--- config.mk ---
export PLATFORM = sky130hd
export DESIGN_NAME = accel_cfg_bank
export DESIGN_NICKNAME = d
export VERILOG_FILES = /design/src/design/accel_cfg_pkg.sv /design/src/design/accel_cfg_bank.sv
export SDC_FILE = /design/constraint.sdc
export NUM_CORES = 1
export LEC_CHECK = 0
export BUFFER_PORTS_ARGS = -buffer_cell sky130_fd_sc_hd__buf_4
export CAP_MARGIN = 20
export CORE_AREA = 3 3 150 152
export DETAILED_ROUTE_END_ITERATION = 10
export DIE_AREA = 0 0 153 155
export GPL_TIMING_DRIVEN = 0
export PLACE_DENSITY = 0.54
export SLEW_MARGIN = 20
export SYNTH_ARGS = -nofsm -noshare
export SYNTH_HDL_FRONTEND = slang
export SYNTH_SLANG_ARGS = --single-unit
--- constraint.sdc ---
create_clock -name SYS_CLK_I -period 11.8 [get_ports SYS_CLK_I]
set_input_delay 2.36 -clock SYS_CLK_I [delete_from_list [all_inputs] [get_ports SYS_CLK_I]]
set_output_delay 2.36 -clock SYS_CLK_I [all_outputs]
set_load 0.005 [all_outputs]
--- src/design/accel_cfg_pkg.sv ---
// Constants, field positions and carrier types of the accelerometer
// configuration bank.
// Assumes a byte-wide register port driven by the serial front end.
package accel_cfg_pkg;

    // ------------------------------------------------------------------
    // Register offsets
    // ------------------------------------------------------------------
    localparam logic [7:0] ADDR_SAMPLE_COUNT_LOW = 8'h39;
    localparam logic [7:0] ADDR_QUEUE_CONTROL = 8'h3a;
    localparam logic [7:0] ADDR_PIN_ONE_ROUTING = 8'h3b;
    localparam logic [7:0] ADDR_PIN_TWO_ROUTING = 8'h3c;
    localparam logic [7:0] ADDR_SAMPLE_TIMING = 8'h3d;
    localparam logic [7:0] ADDR_EVENT_STATUS = 8'h40;

    // ------------------------------------------------------------------
    // Reset values and masks
    // ------------------------------------------------------------------
    localparam logic [7:0] RST_SAMPLE_COUNT_LOW = 8'h80;
    localparam logic [7:0] RST_QUEUE_CONTROL = 8'h00;
    localparam logic [7:0] RST_ROUTING = 8'h00;
    localparam logic [7:0] RST_SAMPLE_TIMING = 8'h00;
    localparam logic [7:0] QUEUE_CONTROL_MASK = 8'h3f;

    // ------------------------------------------------------------------
    // Field positions
    // ------------------------------------------------------------------
    localparam int COUNT_MSB_BIT = 0;
    localparam int MODE_LSB = 1;
    localparam int FORMAT_LSB = 3;
    localparam int POLARITY_BIT = 7;
    localparam int RATE_LSB = 5;

    // ------------------------------------------------------------------
    // Encodings
    // ------------------------------------------------------------------
    localparam logic [2:0] FORMAT_ALL = 3'h0;
    localparam logic [2:0] FORMAT_PEAK = 3'h7;
    localparam logic [2:0] AXES_ALL = 3'h7;
    localparam logic [1:0] MODE_BYPASS = 2'h0;
    localparam logic [1:0] MODE_STREAM = 2'h1;
    localparam logic [1:0] MODE_TRIGGER = 2'h2;
    localparam logic [1:0] MODE_OLDEST = 2'h3;
    localparam logic [12:0] RATE_HZ_400 = 13'h0190;
    localparam logic [12:0] RATE_HZ_800 = 13'h0320;
    localparam logic [12:0] RATE_HZ_1600 = 13'h0640;
    localparam logic [12:0] RATE_HZ_3200 = 13'h0c80;
    localparam logic [12:0] RATE_HZ_6400 = 13'h1900;

    // ------------------------------------------------------------------
    // Carrier types
    // ------------------------------------------------------------------
    typedef struct packed {
        logic wr;
        logic rd;
        logic [7:0] addr;
        logic [7:0] wdata;
    } reg_req_t;

    typedef struct packed {
        logic [11:0] z;
        logic [11:0] y;
        logic [11:0] x;
        logic peak;
    } sample_t;

    typedef struct packed {
        logic [1:0] axis;
        logic [11:0] value;
    } axis_word_t;

    typedef struct packed {
        logic motion_warning;
        logic awake;
        logic activity;
        logic inactivity;
        logic overrun;
        logic queue_ready;
        logic sample_ready;
    } event_in_t;

endpackage : accel_cfg_pkg

--- src/design/accel_cfg_bank.sv ---
// Configuration bank of the accelerometer: sample count, queue format and
// mode, interrupt pin routing and output rate, plus the axis formatter that
// feeds the sample queue through a two-entry buffer.
// Assumes the serial front end, event logic and queue storage run on
// SYS_CLK_I; only the trigger pin arrives from outside the clock domain.
`timescale 1ns/1ps
`default_nettype none

// Behaviour
// - Nine-bit count: low register plus control bit0.
// - Low count register resets to 0x80.
// - Trigger mode keeps count samples after trigger.
// - Full flag when stored level reaches count.
// - Format field bits 5:3 picks stored axes.
// - Format 111 stores only peak event samples.
// - Mode field bits 2:1 selects queue mode.
// - Routing bits 6:0 enable events per pin.
// - Routing bit7 set makes pin active low.
// - Pin shows OR of all routed events.
// - Pin undriven when nothing routed to it.
// - Pin one order: awake..data ready, bit6..0.
// - Pin two bit5 routes motion warning instead.
// - Timing bits 7:5 codes 0 to 4 select 400 to 6400 Hz, codes 5 to 7 give 0.
// - Status register shows every event, routed or not.
module accel_cfg_bank (
    // Clock and reset
    input wire logic SYS_CLK_I,
    input wire logic RST_I,
    // Register port
    input wire accel_cfg_pkg::reg_req_t REG_REQ_I,
    output logic [7:0] RD_DATA_O,
    // Event sources and queue level
    input wire accel_cfg_pkg::event_in_t EVENTS_I,
    input wire logic [9:0] FIFO_LEVEL_I,
    input wire logic TRIGGER_PIN_I,
    // Sample stream in
    input wire logic SAMPLE_VALID_I,
    input wire accel_cfg_pkg::sample_t SAMPLE_I,
    output logic SAMPLE_READY_O,
    // Axis word stream out
    output logic OUT_VALID_O,
    output accel_cfg_pkg::axis_word_t OUT_WORD_O,
    input wire logic OUT_READY_I,
    // Configuration outputs
    output logic [8:0] SAMPLE_TARGET_O,
    output logic [1:0] QUEUE_MODE_O,
    output logic FIFO_FULL_O,
    output logic [12:0] RATE_HZ_O,
    // Interrupt pins
    output logic IRQ_ONE_O,
    output logic IRQ_ONE_OE_N_O,
    output logic IRQ_TWO_O,
    output logic IRQ_TWO_OE_N_O
);

    // ------------------------------------------------------------------
    // Helper functions
    // ------------------------------------------------------------------
    function automatic logic [2:0] axis_mask(input logic [2:0] fmt);
        // Bit 0 is x, bit 1 is y, bit 2 is z; peak mode stores all three.
        axis_mask = (fmt == accel_cfg_pkg::FORMAT_ALL) ?
            accel_cfg_pkg::AXES_ALL : fmt;
    endfunction : axis_mask

    function automatic logic [1:0] first_axis(input logic [2:0] pend);
        if (pend[0]) begin
            first_axis = 2'h0;
        end else if (pend[1]) begin
            first_axis = 2'h1;
        end else begin
            first_axis = 2'h2;
        end
    endfunction : first_axis

    function automatic logic [12:0] rate_hz(input logic [2:0] code);
        case (code)
            3'h0: rate_hz = accel_cfg_pkg::RATE_HZ_400;
            3'h1: rate_hz = accel_cfg_pkg::RATE_HZ_800;
            3'h2: rate_hz = accel_cfg_pkg::RATE_HZ_1600;
            3'h3: rate_hz = accel_cfg_pkg::RATE_HZ_3200;
            3'h4: rate_hz = accel_cfg_pkg::RATE_HZ_6400;
            default: rate_hz = 13'h0000;
        endcase
    endfunction : rate_hz

    // ------------------------------------------------------------------
    // State
    // ------------------------------------------------------------------
    typedef struct packed {
        logic [7:0] count_low;
        logic [7:0] queue_ctl;
        logic [7:0] map_one;
        logic [7:0] map_two;
        logic [7:0] timing;
        logic [7:0] status;
        logic [7:0] rd_data;
        logic [12:0] rate;
        logic full;
        logic irq_one;
        logic irq_one_oe_n;
        logic irq_two;
        logic irq_two_oe_n;
        logic trig_meta;
        logic trig_sync;
        logic trig_prev;
        logic triggered;
        logic [8:0] remaining;
        accel_cfg_pkg::sample_t cur;
        logic [2:0] pend;
        logic in_ready;
        logic out_valid;
        accel_cfg_pkg::axis_word_t out_word;
        logic spare_valid;
        accel_cfg_pkg::axis_word_t spare_word;
    } state_t;

    state_t s_q;
    state_t s_d;

    logic [8:0] target;
    logic [2:0] fmt;
    logic [1:0] mode;
    logic [7:0] ev_now;
    logic pop;
    logic push;
    logic accept;
    logic keep;
    logic trig_fire;
    logic [1:0] idx;
    accel_cfg_pkg::axis_word_t word;

    assign target = {s_q.queue_ctl[accel_cfg_pkg::COUNT_MSB_BIT],
                     s_q.count_low};
    assign fmt = s_q.queue_ctl[accel_cfg_pkg::FORMAT_LSB +: 3];
    assign mode = s_q.queue_ctl[accel_cfg_pkg::MODE_LSB +: 2];

    // ------------------------------------------------------------------
    // Next-state logic
    // ------------------------------------------------------------------
    always_comb begin
        s_d = s_q;

        // Trigger pin synchroniser; the edge is taken from the second stage and its delayed copy.
        s_d.trig_meta = TRIGGER_PIN_I;
        s_d.trig_sync = s_q.trig_meta;
        s_d.trig_prev = s_q.trig_sync;

        // Live event vector in status layout.
        ev_now = {EVENTS_I.motion_warning, EVENTS_I.awake,
                  EVENTS_I.activity, EVENTS_I.inactivity,
                  EVENTS_I.overrun,
                  (FIFO_LEVEL_I >= {1'b0, target}),
                  EVENTS_I.queue_ready, EVENTS_I.sample_ready};
        s_d.full = ev_now[2];
        s_d.status = ev_now;

        // Pins: OR of routed events, polarity applied, released if unused.
        s_d.irq_one = (|(s_q.map_one[6:0] & ev_now[6:0])) ^
            s_q.map_one[accel_cfg_pkg::POLARITY_BIT];
        s_d.irq_one_oe_n = ~(|s_q.map_one[6:0]);
        s_d.irq_two = (|(s_q.map_two[6:0] &
            {ev_now[6], ev_now[7], ev_now[4:0]})) ^
            s_q.map_two[accel_cfg_pkg::POLARITY_BIT];
        s_d.irq_two_oe_n = ~(|s_q.map_two[6:0]);

        s_d.rate = rate_hz(s_q.timing[accel_cfg_pkg::RATE_LSB +: 3]);

        // Axis formatter feeding the two-entry buffer.
        pop = s_q.out_valid && OUT_READY_I;
        push = (s_q.pend != 3'h0) && !s_q.spare_valid;
        idx = first_axis(s_q.pend);
        word.axis = idx;
        case (idx)
            2'h0: word.value = s_q.cur.x;
            2'h1: word.value = s_q.cur.y;
            default: word.value = s_q.cur.z;
        endcase
        if (push) begin
            s_d.pend = s_q.pend & ~(3'h1 << idx);
        end
        if (pop) begin
            if (s_q.spare_valid) begin
                s_d.out_word = s_q.spare_word;
                s_d.spare_valid = push;
                s_d.spare_word = word;
            end else begin
                s_d.out_valid = push;
                s_d.out_word = word;
            end
        end else if (push) begin
            if (s_q.out_valid) begin
                s_d.spare_valid = 1'b1;
                s_d.spare_word = word;
            end else begin
                s_d.out_valid = 1'b1;
                s_d.out_word = word;
            end
        end

        // Trigger detection arms the post-trigger sample budget.
        trig_fire = (mode == accel_cfg_pkg::MODE_TRIGGER) &&
            !s_q.triggered && s_q.trig_sync && !s_q.trig_prev;
        if (trig_fire) begin
            s_d.triggered = 1'b1;
            s_d.remaining = target;
        end

        // Sample acceptance and the store-or-drop decision.
        accept = SAMPLE_VALID_I && s_q.in_ready;
        keep = (mode != accel_cfg_pkg::MODE_BYPASS) &&
            ((fmt != accel_cfg_pkg::FORMAT_PEAK) || SAMPLE_I.peak) &&
            !((mode == accel_cfg_pkg::MODE_TRIGGER) && s_q.triggered &&
              (s_q.remaining == 9'h000));
        if (accept) begin
            s_d.cur = SAMPLE_I;
            if (keep) begin
                s_d.pend = axis_mask(fmt);
                if (s_q.triggered && (mode == accel_cfg_pkg::MODE_TRIGGER)) begin
                    s_d.remaining = s_q.remaining - 9'h001;
                end
            end
        end
        s_d.in_ready = (s_d.pend == 3'h0);

        // Register writes; writing queue control re-arms the trigger.
        if (REG_REQ_I.wr) begin
            case (REG_REQ_I.addr)
                accel_cfg_pkg::ADDR_SAMPLE_COUNT_LOW: begin
                    s_d.count_low = REG_REQ_I.wdata;
                end
                accel_cfg_pkg::ADDR_QUEUE_CONTROL: begin
                    s_d.queue_ctl = REG_REQ_I.wdata &
                        accel_cfg_pkg::QUEUE_CONTROL_MASK;
                    // A trigger edge in the same cycle as the re-arm wins.
                    s_d.triggered = trig_fire;
                end
                accel_cfg_pkg::ADDR_PIN_ONE_ROUTING: begin
                    s_d.map_one = REG_REQ_I.wdata;
                end
                accel_cfg_pkg::ADDR_PIN_TWO_ROUTING: begin
                    s_d.map_two = REG_REQ_I.wdata;
                end
                accel_cfg_pkg::ADDR_SAMPLE_TIMING: begin
                    s_d.timing = REG_REQ_I.wdata;
                end
                default: begin
                end
            endcase
        end

        // Register reads answer one cycle later; unmapped reads give zero.
        if (REG_REQ_I.rd) begin
            case (REG_REQ_I.addr)
                accel_cfg_pkg::ADDR_SAMPLE_COUNT_LOW: s_d.rd_data = s_q.count_low;
                accel_cfg_pkg::ADDR_QUEUE_CONTROL: s_d.rd_data = s_q.queue_ctl;
                accel_cfg_pkg::ADDR_PIN_ONE_ROUTING: s_d.rd_data = s_q.map_one;
                accel_cfg_pkg::ADDR_PIN_TWO_ROUTING: s_d.rd_data = s_q.map_two;
                accel_cfg_pkg::ADDR_SAMPLE_TIMING: s_d.rd_data = s_q.timing;
                accel_cfg_pkg::ADDR_EVENT_STATUS: s_d.rd_data = s_q.status;
                default: s_d.rd_data = 8'h00;
            endcase
        end
    end

    // ------------------------------------------------------------------
    // State register
    // ------------------------------------------------------------------
    always_ff @(posedge SYS_CLK_I or posedge RST_I) begin
        if (RST_I) begin
            s_q <= '0;
            s_q.count_low <= accel_cfg_pkg::RST_SAMPLE_COUNT_LOW;
            s_q.queue_ctl <= accel_cfg_pkg::RST_QUEUE_CONTROL;
            s_q.map_one <= accel_cfg_pkg::RST_ROUTING;
            s_q.map_two <= accel_cfg_pkg::RST_ROUTING;
            s_q.timing <= accel_cfg_pkg::RST_SAMPLE_TIMING;
            s_q.rate <= accel_cfg_pkg::RATE_HZ_400;
            s_q.irq_one_oe_n <= 1'b1;
            s_q.irq_two_oe_n <= 1'b1;
            s_q.in_ready <= 1'b1;
        end else begin
            s_q <= s_d;
        end
    end

    // ------------------------------------------------------------------
    // Outputs
    // ------------------------------------------------------------------
    assign RD_DATA_O = s_q.rd_data;
    assign SAMPLE_READY_O = s_q.in_ready;
    assign OUT_VALID_O = s_q.out_valid;
    assign OUT_WORD_O = s_q.out_word;
    assign SAMPLE_TARGET_O = target;
    assign QUEUE_MODE_O = mode;
    assign FIFO_FULL_O = s_q.full;
    assign RATE_HZ_O = s_q.rate;
    assign IRQ_ONE_O = s_q.irq_one;
    assign IRQ_ONE_OE_N_O = s_q.irq_one_oe_n;
    assign IRQ_TWO_O = s_q.irq_two;
    assign IRQ_TWO_OE_N_O = s_q.irq_two_oe_n;
endmodule : accel_cfg_bank

`default_nettype wire

# Word level (Yosys, flattened, before mapping)
# Index checks and enable logic that the tools add are counted.
# Widths: inputs -> output; s select.
[totals]
elab_cells = 115
reg_bits = 156
out_inout_bits = 53
[classes]
reduce_logical = 37
n_bitwise = 8
add_sub_neg = 1
n_shift = 1
eq_ne = 16
order_cmp = 1
muxes = 21
[ops]
columns = ["op", "n"]
rows = [
  ["$pmux 13 s5", 1],
  ["$mux 30", 2],
  ["$mux 49", 1],
  ["$pmux 8 s6", 1],
  ["$eq 8x6->1 const B", 5],
  ["$mux 15", 2],
  ["$mux 14", 2],
  ["$reduce_or 7->1", 4],
  ["$pmux 12 s2", 1],
  ["$mux 9", 2],
  ["$reduce_and 2->1", 8],
  ["$and 7x7->7", 2],
  ["$ge 10x9->1", 1],
  ["$logic_and 1x1->1", 10],
  ["$mux 10", 1],
  ["$logic_not 3->1", 3],
  ["$logic_not 9->1", 1],
  ["$mux 3", 3],
  ["$sub 9x1->9 const B", 1],
  ["$eq 8x7->1 const B", 1],
  ["$eq 3x2->1 const B", 2],
  ["$reduce_bool 2->1", 3],
  ["$logic_not 1->1", 4],
  ["$mux 2", 2],
  ["17 further kinds", 22],
]

# Depth between registers and ports, before layout
[logic_depth]
ltp_word = 9
mapped_depth = 8
mapped_depth_nobuf = 7

# Worst setup path before layout
# OpenSTA, ideal clock, no wires.
[synth_path]
path_type = "in2reg"
from = "input port REG_REQ_I[14] in the netlist's numbering"
to = "register s_q, in the netlist QUEUE_MODE_O[0]"
required_time_ps = 11675
path_slack_ps = 7976
path_buffers = 3
setup_time_ps = 125
path_stages = 8
arrival_time_ps = 3699
path_cell_list = "and4bb_1 and2_1 buf_6 nor2b_4 buf_6 and4b_1 buf_6 mux2_4"
[synth_between]
elab_chain_len = 2
[synth_rtl]
columns = ["item", "line_no", "text"]
rows = [
  ["start, declared", "accel_cfg_bank.sv:30", "input wire accel_cfg_pkg::reg_req_t REG_REQ_I,"],
  ["$eq 8x6->1", "accel_cfg_bank.sv:227", "case (REG_REQ_I.addr)"],
  ["$reduce_and 2->1 (no source line)", "-", ""],
  ["end, declared", "accel_cfg_bank.sv:117", "state_t s_q;"],
]
# Every way passes these cells.
# A chain may end at the register's enable or synchronous reset.

# Worst setup path in the final report
[layout_path]
from = "input port REG_REQ_I[14] in the netlist's numbering"
to = "register s_q, in the netlist fmt[1]"
# Same word-level chain as after synthesis.

==> metrics.md <==
| Metric | Value |
|---|---|
| Fin nets | `a little under 900` |
| Yosys top cell area share | `0.486` |
| Post-CTS setup buffers | `0` |
| Critical Path Sink Type | `flip-flop` |
| Area Growth Syn to Fin | `25.6%` |
| Max Buffers Root-to-Sink | `2` |
| Worst reg2reg setup slack | `9.49 ns` |
| Distinct cells, synth | `72` |
| Length of the first detailed-routing pass in iterations | `6` |
| ANT cells | `0` |
| Die ar. | `around 24,000 um^2` |
| Combinational power share | `0.255` |
| Max VDD drop | `between 0.00008 and 0.00009 V` |
| Worst Hold Launch | `s_d[82]` |
| Synth Warn # | `0` |
| Worst slew pin tran | `0.740 ns` |
| Kind of critical path | `in2reg` |
| Status | `finished, final reports clean` |
| Layout cells sized above 1 | `0.405` |
| Worst R2R Path Depth | `7` |
| Global-route wire length before repair | `between 30,000 and 40,000 um` |
| Post-route insts no fill | `approximately 1,100` |
| # rows | `53` |
| Clock power share | `0.327` |
| Tcrit/Tclk final | `0.313` |
| R2r endpoint | `IRQ_ONE_O` |
| RR Startpoint | `SAMPLE_TARGET_O[7]` |
| Synth Register Bits | `150` |
| H-Tree Depth | `4` |
| Hold EP | `s_d[81]` |
| Core Box Area | `21,200 um^2` |
| IO Pins | `130` |
| Via count | `5,385` |
| Switching Fraction | `0.301` |
| DR iter-0 viols | `293` |
| Sink Count | `150` |
| Largest net degree at the start of global routing | `100` |
| Placed cell count | `1,036` |
| DPL Wire Length | `roughly 14,000 um` |
| DRC Markers | `0` |
| CTS Buf Count | `17` |
| Die X | `153 um` |
| IO buf count | `123` |
| LEAKAGE | `0.00431 uW` |
| Leading area contributor after synthesis | `dfrtp_1` |
| CTS tree | `built` |
| Remaining antenna violation count after routing | `0` |
| Main synth FF type | `dfrtp_1` |
| Vias in the first global route | `between 5,000 and 6,000` |
| Netlist Area Pre-Place | `about 7400 um^2` |
| Final Hold Viols | `0` |
| Final max-slew violation count | `0` |
| Syn Area/Cell | `11.6 um^2` |
| Syn Inst Count | `634` |
| Post-synth EDFFs | `0` |
| GRT Total Usage | `0.158` |
| Worst skew pair latency | `around 0.42 ns` |
| Rel. slew slack | `0.504` |
| Worst-path clk slew | `roughly 0.07 ns` |
| Worst Path Max Fanout | `8` |
| Synth area leaders | `dfrtp_1, mux2_2, buf_4, mux2_4, dfstp_2` |
| Setup Skew | `0.0136 ns` |
| Total routed wirelength | `18,600 um` |
| WL/cell | `17.4 um` |
| Worst Path Required | `12.09 ns` |
| DP Worst Slack | `7.67 ns` |
| Max cap viols | `0` |
| Internal | `1130 uW` |
| RSZ-0062 raised after global routing | `false` |
| Final setup violation count | `0` |
| Via/cell ratio | `5.04` |
| Fmax | `271 MHz` |
| Die Y | `155 um` |
| Pwr per Cell Area | `approximately 170 nW/um^2` |
| Initial core utilization | `0.348` |
| PnR worst setup slack | `just over 8 ns` |
| Worst hold path type | `reg2reg` |
| Grt ovf | `0` |
| Gpl congestion | `around 0.91` |
| Post-layout minimum cycle time | `3.70 ns` |
| Initial antenna violation count | `0` |
| Post-synthesis sequential area ratio | `0.511` |
| Clock Tree Root | `clkbuf_16` |
| Crit path DAT | `~4 ns` |
| TNS Setup | `0 ns` |
| PostCTS Resize Cnt | `0` |
| Startpoint types | `input pin` |
| Hold depth | `0` |
| Seq pwr share | `0.418` |
| Share of flip-flops with an asynchronous set or reset | `1.00` |
| # hold bufs at CTS | `0` |
| Sw power | `485 uW` |
[kinds of logic (layout without fill, tap and decap cells)]
group	count (synthesis)	count (layout)	synth area share
fa+ha+maj	12	12	0.0200
compound gates	132	132	0.126
simple gates	133	133	0.0959
other cells	1	4	0.000509
flops	150	150	0.511
mux	103	103	0.161
buf+inv	100	256	0.0815
xor+xnor	3	3	0.00357
[metrics by stage]
stage / hold slack (ns) / power, uW / utilization / area [um^2]
global route: 0.370 / 1710 / 0.438 / 9260
CTS: 0.365 / 1630 / 0.438 / 9260
global placement: 0.341 / 1080 / 0.409 / 8650
floorplan: 0.331 / 944 / - / 7380
detailed placement: 0.349 / 1100 / 0.410 / 8680
finish: 0.363 / 1610 / 0.438 / 9260
[placed cells by master (no fill, tap or decap), drive strengths merged, types with 5 or more instances in the layout]
master  Yosys  layout
o211ai     13      13
nor2       39      39
dfstp       7       7
and3        5       5
buf        62     186
a22oi       6       6
nor3        7       7
clkbuf     21      39
mux2       85      85
nor2b       7       7
dfrtp     143     143
nand2      35      35
a22o        6       6
o21ai      24      24
o21a       16      16
a21oi      32      32
inv        17      23
mux2i      18      18
nand3       7       7
a222oi      6       6
ha         11      11
[power groups by stage]
stage | Combinational (uW) | Sequential [uW] | Clock, uW
floorplan | 282 | 662 | 0
global placement | 405 | 678 | 0
detailed placement | 418 | 682 | 0
CTS | 418 | 673 | 543
global route | 452 | 686 | 569
finish | 411 | 673 | 528
[state kept, by name, summed over array words and instances, names as in the netlist, 2 cells and up]
signal	flops
fmt	3
RD_DATA_O	8
RATE_HZ_O	9
OUT_WORD_O	14
s_d	2
QUEUE_MODE_O	2
s_q	97
SAMPLE_TARGET_O	9
[how the worst max path moves through the flow]
| stage | start | end |
|---|---|---|
| finish | REG_REQ_I[14] | fmt[1] |
| global route | REG_REQ_I[8] | RD_DATA_O[2] |
| CTS | FIFO_LEVEL_I[7] | IRQ_ONE_O |
| detailed placement | FIFO_LEVEL_I[7] | IRQ_ONE_O |
| global placement | RST_I | IRQ_ONE_O |
| floorplan | RST_I | IRQ_ONE_O |
[cell type report]
cell class,instances,area [um^2]
tap,275,344
buffer,83,537
inverter,17,71.3
clock inverter,14,144
timing repair buffer,124,951
fill,2009,11900
multi-input combinational,387,3020
clock buffer,18,429
sequential,150,3760
[worst max-delay path, cell delays in order]
cell and delay, ns:
buf_4 0.11, and4bb_1 0.27, and2_1 0.14, buf_6 0.11
nor2b_4 0.13, buf_6 0.13, and4b_1 0.25, buf_6 0.17
mux2_4 0.31
[per-layer routing]
metal	track usage	part of all wire	vias up	wire, um
li1	-	-	2541	-
met1	0.210	0.44	2670	8250
met2	0.266	0.50	162	9340
met3	0.0350	0.047	12	869
met4	0.0369	0.0083	0	155
met5	0	0	-	0
[cell usage after synthesis, drive strengths merged, types with 2 or more instances]
cell,instances
o22ai,2
a21o,2
or3,3
mux2,85
nand2,35
nor2,39
a32oi,4
a31oi,3
and2,4
nor2b,7
o21bai,2
o21a,16
buf,62
a221o,3
mux2i,18
o21ai,24
a222oi,6
or4,3
o221a,2
nor4,4
xnor2,2
nand4,4
a21oi,32
o211a,2
dfstp,7
and4b,2
nor3,7
nand4b,3
o211ai,13
a22o,6
nor3b,2
o31ai,3
ha,11
nand3,7
dfrtp,143
a22oi,6
nand2b,2
clkbuf,21
and3,5
inv,17
No activity file was read; power rests on OpenSTA's default activity.
